**src/core/fsef_regs.svh**
```systemverilog
// Register offsets, field positions and reset values of the flash status
// and error-flag block. Included by the package and by fsef_flags.
`ifndef FSEF_REGS_SVH
`define FSEF_REGS_SVH

// Word offsets on the Wishbone bus (byte addresses)
`define FSEF_OFS_CONFIG      4'h0
`define FSEF_OFS_ERR_CFG     4'h4
`define FSEF_OFS_STATUS      4'h8
`define FSEF_OFS_ERR_FLAGS   4'hC

// flash_configuration fields
`define FSEF_CFG_COMMAND_COMPLETE_IRQ_ENABLE        7
`define FSEF_CFG_SUPPRESS    4
`define FSEF_CFG_FORCE_DBL   1
`define FSEF_CFG_FORCE_SGL   0
`define FSEF_CFG_MASK        8'h93

// error_irq_enable fields
`define FSEF_ECFG_DBL_IE     1
`define FSEF_ECFG_SGL_IE     0
`define FSEF_ECFG_MASK       8'h03

// command_status fields
`define FSEF_ST_COMMAND_COMPLETE_FLAG         7
`define FSEF_ST_ACCESS_ERROR_FLAG       5
`define FSEF_ST_PROTECTION_VIOLATION_FLAG       4
`define FSEF_ST_BUSY         3
`define FSEF_ST_RSVD         2
`define FSEF_ST_CSTAT_HI     1
`define FSEF_ST_CSTAT_LO     0

// ecc_error_flags fields
`define FSEF_EF_DBL          1
`define FSEF_EF_SGL          0

// Reset values
`define FSEF_RST_CONFIG      8'h00
`define FSEF_RST_ERR_CFG     8'h00
`define FSEF_RST_STATUS      8'h80
`define FSEF_RST_ERR_FLAGS   8'h00

`endif

```
**src/core/fsef_pkg.sv**
```systemverilog
// Types shared by the flash status and error-flag block.
// Assumes fsef_regs.svh sits on the include path.
`include "fsef_regs.svh"

package fsef_pkg;

  typedef enum logic [1:0] {
    FSEF_REG_CONFIG    = 2'b00,
    FSEF_REG_ERR_CFG   = 2'b01,
    FSEF_REG_STATUS    = 2'b10,
    FSEF_REG_ERR_FLAGS = 2'b11
  } fsef_reg_sel_t;

  typedef enum logic [1:0] {
    FSEF_BUS_IDLE = 2'b00,
    FSEF_BUS_ACK  = 2'b01,
    FSEF_BUS_WAIT = 2'b10
  } fsef_bus_state_t;

  typedef logic [7:0] fsef_byte_t;

endpackage : fsef_pkg

```
**src/core/fsef_flags.sv**
```systemverilog
// Flash status and error flags with a classic Wishbone register slave.
// Assumes the command sequencer, protection check and ECC detector run on
// core_clk and deliver one-cycle event pulses and levels.
//
// Overview of operation
// - Double-fault interrupt asserted while double flag set and its enable high.
// - Single-fault interrupt requested while single flag set and enable high.
// - Writing one to command-complete clears it and launches; stays low until done.
// - Command-complete reads zero during a command, one after it finishes.
// - Access-error set on sequence violation or illegal command.
// - While access-error set, writing command-complete neither clears nor launches.
// - Access-error clears only on write of one; zero has no effect.
// - Protection-violation set when program or erase targets protected region.
// - Protection-violation clears on write one; blocks launch and sequence start.
// - Busy bit reads one while a command executes, zero when idle.
// - Status bit 2 reserved, reads zero, ignores writes.
// - Completion-status bits set when a command or reset sequence finds an error.
// - Only complete, access-error, protection flags writable; others read-only.
// - Double flag set on double fault or read colliding with a command.
// - Single flag set on corrected fault unless suppressed, or on collision.
// - Fault flags clear only on write of one.
// - ECC fault sets one flag only; both together mean a collision.
// - Status reset contents may differ after reset-time double fault.
// - Suppression bit blocks single flag and its interrupt for read faults.
// - Command-complete interrupt requested while flag set and enable high.
// - Force-double makes every array read set the double flag.
// - Force-single makes every array read set the single flag, unless suppressed or that same read sets the double flag.
//
// Chosen here: the register offsets and the Wishbone register port.
`timescale 1ns/10ps
`include "fsef_regs.svh"

module fsef_flags
  import fsef_pkg::*;
#(
  parameter int ADDR_W = 4
) (
  input  wire logic              core_clk,
  input  wire logic              rst_n,
  // Wishbone slave
  input  wire logic              wb_cyc_i,
  input  wire logic              wb_stb_i,
  input  wire logic              wb_we_i,
  input  wire logic [ADDR_W-1:0] wb_adr_i,
  input  wire logic [31:0]       wb_dat_i,
  input  wire logic [3:0]        wb_sel_i,
  output logic      [31:0]       wb_dat_o,
  output logic                   wb_ack_o,
  // Command sequencer
  input  wire logic              cmd_done,
  input  wire logic              cmd_violation,
  input  wire logic              cmd_illegal,
  input  wire logic              prot_violation,
  input  wire logic              cmd_error,
  input  wire logic [1:0]        cmd_error_code,
  input  wire logic              init_done,
  input  wire logic              init_dbl_fault,
  input  wire logic [1:0]        init_error_code,
  // Array read fault detection
  input  wire logic              array_read,
  input  wire logic              ecc_single,
  input  wire logic              ecc_double,
  input  wire logic              read_collision,
  // To the sequencer
  output logic                   cmd_launch,
  output logic                   seq_allowed,
  output logic                   busy_out,
  // Interrupt requests
  output logic                   cc_irq,
  output logic                   err_irq
);

  import fsef_pkg::*;

  if (ADDR_W < 4) begin : g_bad_addr_w
    $error("fsef_flags: ADDR_W must be at least 4");
  end

  ////////////////////////////////////////////////////////////////////////
  // Bus decode

  fsef_bus_state_t bus_state_reg;
  fsef_byte_t      config_reg;
  fsef_byte_t      err_cfg_reg;
  logic            command_complete_flag_reg;
  logic            busy_reg;
  logic [1:0]      cstat_reg;
  logic            access_error_flag_flag;
  logic            protection_violation_flag_flag;
  logic            dbl_flag;
  logic            sgl_flag;

  function automatic logic hit(input logic [ADDR_W-1:0] adr,
                               input logic [3:0] ofs);
    hit = (adr[3:0] == ofs) && (adr[ADDR_W-1:2] >> 2 == '0);
  endfunction

  logic       req;
  logic       wr_lane0;
  fsef_byte_t wbyte;
  logic       wr_cfg;
  logic       wr_ecfg;
  logic       wr_stat;
  logic       wr_eflg;

  assign req      = wb_cyc_i && wb_stb_i && (bus_state_reg == FSEF_BUS_IDLE);
  assign wr_lane0 = req && wb_we_i && wb_sel_i[0];
  assign wbyte    = wb_dat_i[7:0];
  assign wr_cfg   = wr_lane0 && hit(wb_adr_i, `FSEF_OFS_CONFIG);
  assign wr_ecfg  = wr_lane0 && hit(wb_adr_i, `FSEF_OFS_ERR_CFG);
  assign wr_stat  = wr_lane0 && hit(wb_adr_i, `FSEF_OFS_STATUS);
  assign wr_eflg  = wr_lane0 && hit(wb_adr_i, `FSEF_OFS_ERR_FLAGS);

  // One-cycle ack, then a dead cycle so ack drops after each answer
  always_ff @(posedge core_clk or negedge rst_n) begin
    if (!rst_n) begin
      bus_state_reg <= FSEF_BUS_IDLE;
    end else begin
      unique case (bus_state_reg)
        FSEF_BUS_IDLE: begin
          if (wb_cyc_i && wb_stb_i) begin
            bus_state_reg <= FSEF_BUS_ACK;
          end
        end
        FSEF_BUS_ACK:  bus_state_reg <= FSEF_BUS_WAIT;
        FSEF_BUS_WAIT: bus_state_reg <= FSEF_BUS_IDLE;
        default:       bus_state_reg <= FSEF_BUS_IDLE;
      endcase
    end
  end

  always_ff @(posedge core_clk or negedge rst_n) begin
    if (!rst_n) begin
      wb_ack_o <= 1'b0;
    end else begin
      wb_ack_o <= req;
    end
  end

  ////////////////////////////////////////////////////////////////////////
  // Configuration registers

  always_ff @(posedge core_clk or negedge rst_n) begin
    if (!rst_n) begin
      config_reg <= `FSEF_RST_CONFIG;
    end else if (wr_cfg) begin
      config_reg <= wbyte & `FSEF_CFG_MASK;
    end
  end

  always_ff @(posedge core_clk or negedge rst_n) begin
    if (!rst_n) begin
      err_cfg_reg <= `FSEF_RST_ERR_CFG;
    end else if (wr_ecfg) begin
      err_cfg_reg <= wbyte & `FSEF_ECFG_MASK;
    end
  end

  ////////////////////////////////////////////////////////////////////////
  // Command status

  logic init_busy_reg;
  logic launch_req;
  logic access_error_flag_clr;
  logic protection_violation_flag_clr;

  // Launch refused while either error flag is set
  assign launch_req = wr_stat && wbyte[`FSEF_ST_COMMAND_COMPLETE_FLAG] && command_complete_flag_reg
                      && !access_error_flag_flag && !protection_violation_flag_flag
                      && !cmd_done && !cmd_violation && !cmd_illegal
                      && !prot_violation;
  // Write one clears, zero leaves
  assign access_error_flag_clr = wr_stat && wbyte[`FSEF_ST_ACCESS_ERROR_FLAG];
  assign protection_violation_flag_clr = wr_stat && wbyte[`FSEF_ST_PROTECTION_VIOLATION_FLAG];

  // Reset sequence pending until init completes; gates only the status load, not busy
  always_ff @(posedge core_clk or negedge rst_n) begin
    if (!rst_n) begin
      init_busy_reg <= 1'b1;
    end else if (init_done) begin
      init_busy_reg <= 1'b0;
    end
  end

  always_ff @(posedge core_clk or negedge rst_n) begin
    if (!rst_n) begin
      command_complete_flag_reg <= 1'b1;
    end else if (cmd_done || cmd_violation || cmd_illegal
                 || prot_violation) begin
      command_complete_flag_reg <= 1'b1;
    end else if (launch_req) begin
      command_complete_flag_reg <= 1'b0;
    end
  end

  always_ff @(posedge core_clk or negedge rst_n) begin
    if (!rst_n) begin
      busy_reg <= 1'b0;
    end else if (cmd_done || cmd_violation || cmd_illegal
                 || prot_violation) begin
      busy_reg <= 1'b0;
    end else if (launch_req) begin
      busy_reg <= 1'b1;
    end
  end

  always_ff @(posedge core_clk or negedge rst_n) begin
    if (!rst_n) begin
      cstat_reg <= 2'h0;
    end else if (init_busy_reg && init_done) begin
      cstat_reg <= init_dbl_fault ? (init_error_code | 2'h2)
                                  : init_error_code;
    end else if (launch_req) begin
      cstat_reg <= 2'h0;
    end else if (cmd_done && cmd_error) begin
      cstat_reg <= (cmd_error_code == 2'h0) ? 2'h1 : cmd_error_code;
    end
  end

  fsef_sticky u_access_error_flag (
    .core_clk  (core_clk),
    .rst_n     (rst_n),
    .rst_val   (1'b0),
    .set_pulse (cmd_violation || cmd_illegal),
    .clr_pulse (access_error_flag_clr),
    .flag_reg  (access_error_flag_flag)
  );

  fsef_sticky u_protection_violation_flag (
    .core_clk  (core_clk),
    .rst_n     (rst_n),
    .rst_val   (1'b0),
    .set_pulse (prot_violation),
    .clr_pulse (protection_violation_flag_clr),
    .flag_reg  (protection_violation_flag_flag)
  );

  always_ff @(posedge core_clk or negedge rst_n) begin
    if (!rst_n) begin
      cmd_launch  <= 1'b0;
      seq_allowed <= 1'b0;
      busy_out    <= 1'b0;
    end else begin
      cmd_launch  <= launch_req;
      seq_allowed <= !protection_violation_flag_flag && !access_error_flag_flag && command_complete_flag_reg;
      busy_out    <= busy_reg;
    end
  end

  ////////////////////////////////////////////////////////////////////////
  // ECC error flags

  logic sgl_set;
  logic dbl_set;
  logic sgl_ecc;
  logic dbl_ecc;

  // double wins over single for one fault
  assign dbl_ecc = array_read
                   && (ecc_double || config_reg[`FSEF_CFG_FORCE_DBL]);
  assign sgl_ecc = array_read && !dbl_ecc
                   && !config_reg[`FSEF_CFG_SUPPRESS]
                   && (ecc_single || config_reg[`FSEF_CFG_FORCE_SGL]);
  assign dbl_set = dbl_ecc || read_collision;
  assign sgl_set = sgl_ecc || read_collision;

  fsef_sticky u_dbl (
    .core_clk  (core_clk),
    .rst_n     (rst_n),
    .rst_val   (1'b0),
    .set_pulse (dbl_set),
    .clr_pulse (wr_eflg && wbyte[`FSEF_EF_DBL]),
    .flag_reg  (dbl_flag)
  );

  fsef_sticky u_sgl (
    .core_clk  (core_clk),
    .rst_n     (rst_n),
    .rst_val   (1'b0),
    .set_pulse (sgl_set),
    .clr_pulse (wr_eflg && wbyte[`FSEF_EF_SGL]),
    .flag_reg  (sgl_flag)
  );

  ////////////////////////////////////////////////////////////////////////
  // Interrupt requests

  always_ff @(posedge core_clk or negedge rst_n) begin
    if (!rst_n) begin
      err_irq <= 1'b0;
    end else begin
      err_irq <= (dbl_flag && err_cfg_reg[`FSEF_ECFG_DBL_IE])
              || (sgl_flag && err_cfg_reg[`FSEF_ECFG_SGL_IE]);
    end
  end

  always_ff @(posedge core_clk or negedge rst_n) begin
    if (!rst_n) begin
      cc_irq <= 1'b0;
    end else begin
      cc_irq <= command_complete_flag_reg && config_reg[`FSEF_CFG_COMMAND_COMPLETE_IRQ_ENABLE];
    end
  end

  ////////////////////////////////////////////////////////////////////////
  // Read data

  fsef_byte_t status_byte;
  fsef_byte_t rd_byte;

  always_comb begin
    status_byte                    = 8'h00;
    status_byte[`FSEF_ST_COMMAND_COMPLETE_FLAG]     = command_complete_flag_reg;
    status_byte[`FSEF_ST_ACCESS_ERROR_FLAG]   = access_error_flag_flag;
    status_byte[`FSEF_ST_PROTECTION_VIOLATION_FLAG]   = protection_violation_flag_flag;
    status_byte[`FSEF_ST_BUSY]     = busy_reg;
    status_byte[`FSEF_ST_CSTAT_HI] = cstat_reg[1];
    status_byte[`FSEF_ST_CSTAT_LO] = cstat_reg[0];
  end

  always_comb begin
    rd_byte = 8'h00;
    if (hit(wb_adr_i, `FSEF_OFS_CONFIG)) begin
      rd_byte = config_reg;
    end else if (hit(wb_adr_i, `FSEF_OFS_ERR_CFG)) begin
      rd_byte = err_cfg_reg;
    end else if (hit(wb_adr_i, `FSEF_OFS_STATUS)) begin
      rd_byte = status_byte;
    end else if (hit(wb_adr_i, `FSEF_OFS_ERR_FLAGS)) begin
      rd_byte = {6'h00, dbl_flag, sgl_flag};
    end
  end

  always_ff @(posedge core_clk or negedge rst_n) begin
    if (!rst_n) begin
      wb_dat_o <= 32'h0000_0000;
    end else if (req && !wb_we_i) begin
      wb_dat_o <= {24'h00_0000, rd_byte};
    end
  end

endmodule // fsef_flags

```
**src/core/fsef_sticky.sv**
```systemverilog
// Sticky flag with write-one-to-clear; a hardware set wins over a clear.
// Assumes set and clear are single-cycle strobes on the same clock.
`timescale 1ns/10ps

module fsef_sticky (
  input  wire logic core_clk,
  input  wire logic rst_n,
  input  wire logic rst_val,
  input  wire logic set_pulse,
  input  wire logic clr_pulse,
  output logic      flag_reg
);

  // Set has priority over clear
  always_ff @(posedge core_clk or negedge rst_n) begin
    if (!rst_n) begin
      flag_reg <= 1'b0;
    end else if (set_pulse) begin
      flag_reg <= 1'b1;
    end else if (clr_pulse) begin
      flag_reg <= 1'b0;
    end
  end

endmodule // fsef_sticky

```
**config.mk**
```make
export PLATFORM = sky130hd
export DESIGN_NAME = fsef_flags
export DESIGN_NICKNAME = d
export VERILOG_FILES = /design/src/core/fsef_pkg.sv /design/src/core/fsef_flags.sv /design/src/core/fsef_sticky.sv
export VERILOG_INCLUDE_DIRS = /design/src /design/src/core
export SDC_FILE = /design/constraint.sdc
export NUM_CORES = 1
export LEC_CHECK = 0
export BUFFER_PORTS_ARGS = -buffer_cell sky130_fd_sc_hd__buf_4
export CAP_MARGIN = 20
export CORE_MARGIN = 2
export CORE_UTILIZATION = 37
export DETAILED_ROUTE_END_ITERATION = 16
export PLACE_DENSITY = 0.75
export SETUP_SLACK_MARGIN = 0.5
export SLEW_MARGIN = 20
export SYNTH_ARGS = -nofsm -noshare
export SYNTH_HDL_FRONTEND = slang
export SYNTH_SLANG_ARGS = --single-unit
```
**constraint.sdc**
```tcl
create_clock -name core_clk -period 1.5 [get_ports core_clk]
set_clock_uncertainty 0.1 [all_clocks]
set_input_delay 0.075 -clock core_clk [delete_from_list [all_inputs] [get_ports core_clk]]
set_output_delay 0.075 -clock core_clk [all_outputs]
set_load 0.1 [all_outputs]
```
# After elaboration in Yosys (flattened, before gate mapping)
# Cells that the tools add are included.
[word_totals]
latchBits = 0
mem_bits_ro = 0
mem_bits_rw = 0
out_inout_bits = 38
word_cells = 105
register_bits = 31
memories = 0
[classes]
n_div = 0
order_cmp = 0
mul = 0
n_addsub = 0
n_reduce_logical = 59
shift = 0
muxes = 23
n_bitwise = 0
eq_ne = 5
[ops]
columns = ["operator", "n"]
rows = [
  ["$logic_and 1x1->1", 32],
  ["$mux 8", 3],
  ["$mux 2", 7],
  ["$mux 1", 12],
  ["$reduce_bool 2->1", 5],
  ["$logic_not 1->1", 9],
  ["$logic_or 1x1->1", 9],
  ["$eq 4x4->1 const B", 2],
  ["$eq 4x3->1 const B", 1],
  ["$logic_not 2->1", 2],
  ["$logic_not 4->1", 1],
  ["$pmux 2 s2", 1],
  ["$reduce_bool 3->1", 1],
  ["$eq 2x1->1 const B", 1],
  ["$ne 2x2->1 const B", 1],
]

# Depth between registers and ports, before layout
# Gate-level depths: netlist of the first run.
[depth]
word_depth = 15
depth_mapped = 5
ltp_nobuf = 4

# Modules after synthesis
# A second synthesis of the first run with hierarchy kept.
[hier_totals]
hier_cells = 135
hier_area_um2 = 1495.2
[by_module_without_submodules]
columns = ["module", "cells_per_inst", "instances", "area_each_um2"]
rows = [
  ["fsef_flags", 123, 1, 1350.0],
  ["fsef_sticky", 3, 4, 36.3],
]

# Worst setup path after synthesis of the first run
# No wires, ideal clock.
[synth_timing]
path_kind = "register to register"
startpoint = "reg bus_state_reg[1]"
endpoint = "reg config_reg[0]"
setup_slack_ps = -88
period_less_slack_ps = 1588
setup_time_ps = 125
path_buffers = 0
stages_incl_launch_ff = 5
arrival_ps = 1363
path_cell_list = "dfrtp_1 and4bb_4 nand2_4 nor3_4 mux2_2"
[synth_via]
elab_chain_cells = 5
[synth_lines]
columns = ["element", "line", "text"]
rows = [
  ["from (decl)", "fsef_flags.sv:82", "fsef_bus_state_t bus_state_reg;"],
  ["from (signal assigned)", "fsef_flags.sv:117", "bus_state_reg <= FSEF_BUS_IDLE;"],
  ["from (signal assigned)", "fsef_flags.sv:122", "bus_state_reg <= FSEF_BUS_ACK;"],
  ["from (signal assigned)", "fsef_flags.sv:125", "FSEF_BUS_ACK: bus_state_reg <= FSEF_BUS_WAIT;"],
  ["$logic_not 2->1", "fsef_flags.sv:106", "assign req = wb_cyc_i && wb_stb_i && (bus_state_reg == FSEF_BUS_IDLE);"],
  ["$logic_and 1x1->1", "fsef_flags.sv:106", ""],
  ["via req", "fsef_flags.sv:98", "logic req;"],
  ["$logic_and 1x1->1 (2 in series)", "fsef_flags.sv:107", "assign wr_lane0 = req && wb_we_i && wb_sel_i[0];"],
  ["$logic_and 1x1->1", "fsef_flags.sv:109", "assign wr_cfg = wr_lane0 && hit(wb_adr_i, `FSEF_OFS_CONFIG);"],
  ["to (signal assigned)", "fsef_flags.sv:145", "config_reg <= `FSEF_RST_CONFIG;"],
  ["to (signal assigned)", "fsef_flags.sv:147", "config_reg <= wbyte & `FSEF_CFG_MASK;"],
  ["to (decl)", "fsef_flags.sv:83", "fsef_byte_t config_reg;"],
]
# The timed path passes the listed nets, and every way through them passes these cells.
# A chain may end at the register's enable or synchronous reset.

# Final worst setup path of the first run
[layout_timing]
startpoint = "reg bus_state_reg[1]"
endpoint = "reg err_cfg_reg[1]"
[layout_via]
elab_chain_cells = 5
[layout_lines]
columns = ["element", "line", "text"]
rows = [
  ["$logic_not 2->1", "fsef_flags.sv:106", ""],
  ["$logic_and 1x1->1", "fsef_flags.sv:106", ""],
  ["via req", "fsef_flags.sv:98", ""],
  ["$logic_and 1x1->1 (2 in series)", "fsef_flags.sv:107", ""],
  ["$logic_and 1x1->1", "fsef_flags.sv:110", "assign wr_ecfg = wr_lane0 && hit(wb_adr_i, `FSEF_OFS_ERR_CFG);"],
  ["to (signal assigned)", "fsef_flags.sv:153", "err_cfg_reg <= `FSEF_RST_ERR_CFG;"],
  ["to (signal assigned)", "fsef_flags.sv:155", "err_cfg_reg <= wbyte & `FSEF_ECFG_MASK;"],
  ["to (decl)", "fsef_flags.sv:84", "fsef_byte_t err_cfg_reg;"],
]
# The timed path passes the listed nets, and every way through them passes these cells.

==> results.sh, run 1 <==
export IMPL_outcome="finished, violations left"
export IMPL_dieArea_um2=4480
export IMPL_synth_common_cells="27 x dfrtp_1, 26 x buf_4, 6 x mux2_2"
export IMPL_syn_avg_cell_area_um2=11.5
export IMPL_max_vdd_ir_drop_uv=432
export IMPL_synth_warnings=0
export IMPL_cts_buffers=5
export IMPL_fp_coreArea_um2=3740
export IMPL_yosysTopAreaCellShare_pct=46.2
export IMPL_path_class="flop to flop"
export IMPL_synth_area_leaders="dfrtp_1 46%, buf_4 13%, mux2_2 4.6%"
export IMPL_p_leak_nw=1.14
export IMPL_initial_core_util_pct=39.1
export IMPL_synth_most_common_cell="dfrtp_1"
export IMPL_gp_congestion=0.760
export IMPL_worstPathRequired_ns=1.57
export IMPL_ios=98
export IMPL_syn2layout_area_growth_pct=65.1
export IMPL_ys_types=35
export IMPL_cts_tree="done"
export IMPL_worst_path_max_delay_cell="dfrtp_1"
export IMPL_grt_pass1_vias=1169
export IMPL_fmax_mhz=629
export IMPL_crit_path_start_kind="flop"
export IMPL_setup_worst_path_end_class="flop"
export IMPL_drcViolationCount=0
export IMPL_wire_per_inst_um=13.7
export IMPL_cp_max_fo=3
export IMPL_nNetsFinal=266
export IMPL_post_route_period_util_pct=106
export IMPL_crit_chain="and4bb_4 -> nand2_4 -> nor3b_4 -> mux2_2"
export IMPL_setup_viol=6
export IMPL_ant_nets=0
export IMPL_synth_cells=127
export IMPL_cts_root_buf="clkbuf_8"
export IMPL_design_area_um2=2420
export IMPL_holdWs_ns=-0.0401
export IMPL_maxCapViolations=0
export IMPL_row_count=22
export IMPL_io_buffers=41
export IMPL_drive_gt1_share_pct=49.3
export IMPL_wl_mm=3.49
export IMPL_cts_htree_levels=2
export IMPL_antenna_found_initial=0
export IMPL_grt_pass1_wl_mm=5.38
export IMPL_clk_pin_slew_ns=0.06
export IMPL_synthesis_area_um2=1460
export IMPL_die_w_um=66.9
export IMPL_crit_family="simple AND/OR/NAND/NOR gates"
export IMPL_violations="negative hold slack, negative setup slack"
export IMPL_viasPerCell=4.63
export IMPL_largest_reg_flops=6
export IMPL_slew_violations=0
export IMPL_async_reset_ff_share_pct=100
export IMPL_cts_max_path_buffers=2
export IMPL_placedInstanceArea_um2=1830
export IMPL_arrival_ns=1.66
export IMPL_grt_max_degree=30
export IMPL_dp_slack_ns=-0.0814
export IMPL_tns_ns=-0.413
export IMPL_crit_buf_inv=0
export IMPL_power_density_nw_per_um2=1020
export IMPL_drtPass1Iterations=4
export IMPL_synth_top_flop_cell="dfrtp_1"
export IMPL_insertion_delay_ns=0.28
export IMPL_seq_area_frac_synth_pct=49.7
export IMPL_rrSetupSlack_ns=-0.09
export IMPL_worst_slack_ns=-0.0892
export IMPL_cts_sinks=29
export IMPL_hold_viol_final=2
export IMPL_die_h_um=66.9
export IMPL_dp_hpwl_mm=2.17
export IMPL_antenna_cells=0
export IMPL_cts_hold_buf=18
export IMPL_gr_usage_all_layers_pct=16.5
export IMPL_hp_class="input port to flop"
export IMPL_p_total_mw=2.46
export IMPL_initialDrtViolationCount=64
export IMPL_period_needed_ns=1.59
export IMPL_synth_edf_count=0
export IMPL_rsz0062_at_grt="yes"
export IMPL_synth_top_cell_by_area="dfrtp_1"
export IMPL_vias=1181
export IMPL_cpPeakStageDelay_ns=0.37
export IMPL_grt_overflow=0
export IMPL_synth_seq_cells=29
[final timing paths]
path	startpoint	to	cells after the start
setup / recovery	bus_state_reg[1]	err_cfg_reg[1]	4
hold / removal	wb_dat_i[1]	err_cfg_reg[1]	2
hold reg to reg	busy_reg	busy_out	0
max in group asynchronous	rst_n	init_busy_reg	2
min in group asynchronous	rst_n	bus_state_reg[1]	2
setup reg to reg	bus_state_reg[1]	err_cfg_reg[1]	4
[where the power goes]
part	internal (mW)	leakage [nW]	total (mW)	switching, mW
clock network	0.541	0.0585	0.835	0.294
registers	0.826	0.348	0.861	0.0348
logic	0.234	0.734	0.762	0.528
total	1.60	1.14	2.46	0.857
[logic make-up after synthesis]
group | count (synthesis) | synth area share, %
simple gates | 33 | 15.9
buf+inv | 33 | 15.2
flops | 29 | 49.7
compound gates | 20 | 9.14
mux | 11 | 9.74
other cells | 1 | 0.256
[metal layers]
layer  part of all wire (%)  track usage (%)
met5                      0                0
met4                   0.57             8.16
met3                    5.8             3.72
met2                     54             29.3
met1                     39             18.5
[layout by cell type, fill, tap and decap left out, types with 2 or more instances in the layout]
cell type       n
a22o_1          5
and2_1          3
inv_1           5
mux4_2          2
nor3_1          2
dfrtp_2        12
nand2b_4        2
o21ai_1         2
o31ai_1         2
mux2_2          5
conb_1         26
nand3b_1        2
dfstp_2         2
o21ai_0         3
dlygate4sd3_1  18
nor3b_4         2
o31ai_4         2
dfrtp_1        15
nor2_1          2
buf_12         12
nor3_4          3
buf_4          43
clkbuf_8        6
a21oi_1         2
mux2i_1         3
nand2_1         4
a31oi_1         2
[cell type report]
class / instances / area, µm²
Fill cell: 302 / 1330
Inverter: 5 / 18.8
Clock buffer: 7 / 86.3
Timing Repair Buffer: 74 / 754
Clock inverter: 1 / 30.0
Multi-Input combinational cell: 91 / 724
Tap cell: 48 / 60.1
Sequential cell: 29 / 743
[per-stage QoR]
step | utilization (%) | std cells
2_1_floorplan | - | 152
3_5_place_dp | 48.9 | 224
5_1_grt | 64.6 | 255
6_report | 64.6 | 255
3_3_place_gp | 48.9 | 224
4_1_cts | 62.8 | 254
[what timing repair did]
item | 4_1_cts | 5_1_grt
setup buffers | 3 | 1
gates cloned | 1 | 0
setup endpoints to repair | 35 | 36
endpoints found under the hold margin | 44 | 2
pin swaps | 1 | 3
gates resized for setup | 46 | 10
Note: power is estimated with default switching activity, not from simulation.
==> run 2: changes to the inputs <==
--- a/config.mk
+++ b/config.mk
@@ -11,9 +11,10 @@
 export CORE_MARGIN = 2
 export CORE_UTILIZATION = 37
 export DETAILED_ROUTE_END_ITERATION = 16
+export HOLD_SLACK_MARGIN = 0.02
 export PLACE_DENSITY = 0.75
 export SETUP_SLACK_MARGIN = 0.5
-export SLEW_MARGIN = 20
+export SLEW_MARGIN = 0
 export SYNTH_ARGS = -nofsm -noshare
 export SYNTH_HDL_FRONTEND = slang
 export SYNTH_SLANG_ARGS = --single-unit
==> results.sh, run 2 (synthesis gave the netlist of run 1 again) <==
export IMPL_holdWs_ns=-0.0379
export IMPL_dieArea_um2=4480
export IMPL_dp_slack_ns=-0.0814
export IMPL_hold_viol_final=2
export IMPL_max_vdd_ir_drop_uv=431
export IMPL_nFillCells=299
export IMPL_multi_input_area_um2=724
export IMPL_dp_hpwl_mm=2.17
export IMPL_io_buffers=41
export IMPL_antenna_cells=0
export IMPL_crit_path_start_kind="flop"
export IMPL_hp_class="input port to flop"
export IMPL_cts_root_buf="clkbuf_8"
export IMPL_final_common_cell="buf_4"
export IMPL_crit_reg2reg_launch="bus_state_reg[1]"
export IMPL_setup_worst_path_end_class="flop"
export IMPL_die_h_um=66.9
export IMPL_gp_congestion=0.760
export IMPL_grt_pass1_wl_mm=5.37
export IMPL_rsz0062_at_grt="yes"
export IMPL_path_class="flop to flop"
export IMPL_most_common_layout_cells="43 x buf_4, 26 x conb_1, 18 x dlygate4sd3_1"
export IMPL_clk_pin_slew_ns=0.06
export IMPL_ant_nets=0
export IMPL_grt_overflow=0
export IMPL_drtPass1Iterations=4
export IMPL_row_count=22
export IMPL_fmax_mhz=629
export IMPL_setup_viol=6
export IMPL_grt_pass1_vias=1190
export IMPL_crit_chain="and4bb_4 -> nand2_4 -> nor3b_4 -> mux2_2"
export IMPL_slew_violations=0
export IMPL_maxCapViolations=0
export IMPL_p_total_mw=2.46
export IMPL_cts_htree_levels=2
export IMPL_insertion_delay_ns=0.28
export IMPL_wl_mm=3.48
export IMPL_p_leak_nw=1.14
export IMPL_setup_worst_path_end="err_cfg_reg[1]"
export IMPL_grt_max_degree=30
export IMPL_cts_tree="done"
export IMPL_gr_usage_all_layers_pct=16.5
export IMPL_cts_max_path_buffers=2
export IMPL_period_needed_ns=1.59
export IMPL_nNetsFinal=266
export IMPL_cts_hold_buf=18
export IMPL_dp_cells=224
export IMPL_hold_depth=2
export IMPL_power_density_nw_per_um2=1020
export IMPL_seq_area_um2=743
export IMPL_post_route_period_util_pct=106
export IMPL_die_w_um=66.9
export IMPL_vias=1196
export IMPL_cts_buffers=5
export IMPL_violations="negative hold slack, negative setup slack"
export IMPL_initialDrtViolationCount=62
export IMPL_cpPeakStageDelay_ns=0.37
export IMPL_worst_slack_ns=-0.0888
export IMPL_initial_core_util_pct=39.1
export IMPL_cp_max_fo=3
export IMPL_worstPathRequired_ns=1.57
export IMPL_drive_gt1_share_pct=49.3
export IMPL_wire_per_inst_um=13.6
export IMPL_post_route_util_pct=64.6
export IMPL_reg2reg_depth=4
export IMPL_ios=98
export IMPL_fp_coreArea_um2=3740
export IMPL_syn2layout_area_growth_pct=65.1
export IMPL_largest_reg_flops=6
export IMPL_arrival_ns=1.66
export IMPL_outcome="finished, violations left"
export IMPL_fin_cells=255
export IMPL_worstReg2RegEnd="err_cfg_reg[1]"
export IMPL_crit_start="bus_state_reg[1]"
export IMPL_rrSetupSlack_ns=-0.09
export IMPL_worst_path_max_delay_cell="dfrtp_1"
export IMPL_antenna_found_initial=0
export IMPL_cts_sinks=29
export IMPL_drcViolationCount=0
export IMPL_viasPerCell=4.69
[run 2: critical path, delay by kind of cell, from the launching register on]
kind          cells  cell delay (ns)
flops             1             0.37
mux               1             0.36
simple gates      3             0.65
[run 2: report_power, final]
| part | internal (mW) | switching (mW) | leakage, nW |
|---|---|---|---|
| clock | 0.541 | 0.294 | 0.0585 |
| combinational | 0.234 | 0.528 | 0.734 |
| sequential | 0.826 | 0.0345 | 0.348 |
[run 2: through the flow]
step | TNS [ns] | instance area [µm²]
floorplan | -0.261 | 1590
global placement | -0.315 | 1830
detailed placement | -0.596 | 1830
CTS | -0.474 | 2350
global route | -1.10 | 2420
finish | -0.406 | 2420
[run 2: worst min-delay path by stage]
stage | start | end
CTS | wb_dat_i[1] | err_cfg_reg[1]
finish | wb_dat_i[1] | err_cfg_reg[1]
floorplan | rst_n | bus_state_reg[0]
detailed placement | rst_n | bus_state_reg[0]
global route | wb_dat_i[1] | config_reg[1]
global placement | rst_n | bus_state_reg[0]
[run 2: cell type report]
| type | count | area share (%) |
|---|---|---|
| repair buffers | 74 | 31.2 |
| flip-flops and latches | 29 | 30.7 |
| multi-input cells | 91 | 30.0 |
| clock buffers | 7 | 3.57 |
| well taps | 48 | 2.48 |
| clock inverters | 1 | 1.24 |
| inverters | 5 | 0.776 |
[run 2: timing repair]
| item | in CTS | in global routing |
|---|---|---|
| gates resized for setup | 46 | 10 |
| pin swaps | 1 | 3 |
| cloned | 1 | 0 |
| setup buffers | 3 | 1 |
| setup endpoints to repair | 35 | 36 |
| hold endpoints to repair | 44 | 2 |
[run 2: metal layers]
| metal | vias to the layer above | GRT usage (%) | routed length [µm] |
|---|---|---|---|
| li1 | 550 | - | - |
| met1 | 596 | 18.5 | 1370 |
| met2 | 46 | 28.5 | 1860 |
| met3 | 4 | 3.72 | 207 |
| met4 | 0 | 9.44 | 45 |
| met5 | - | 0 | 0 |
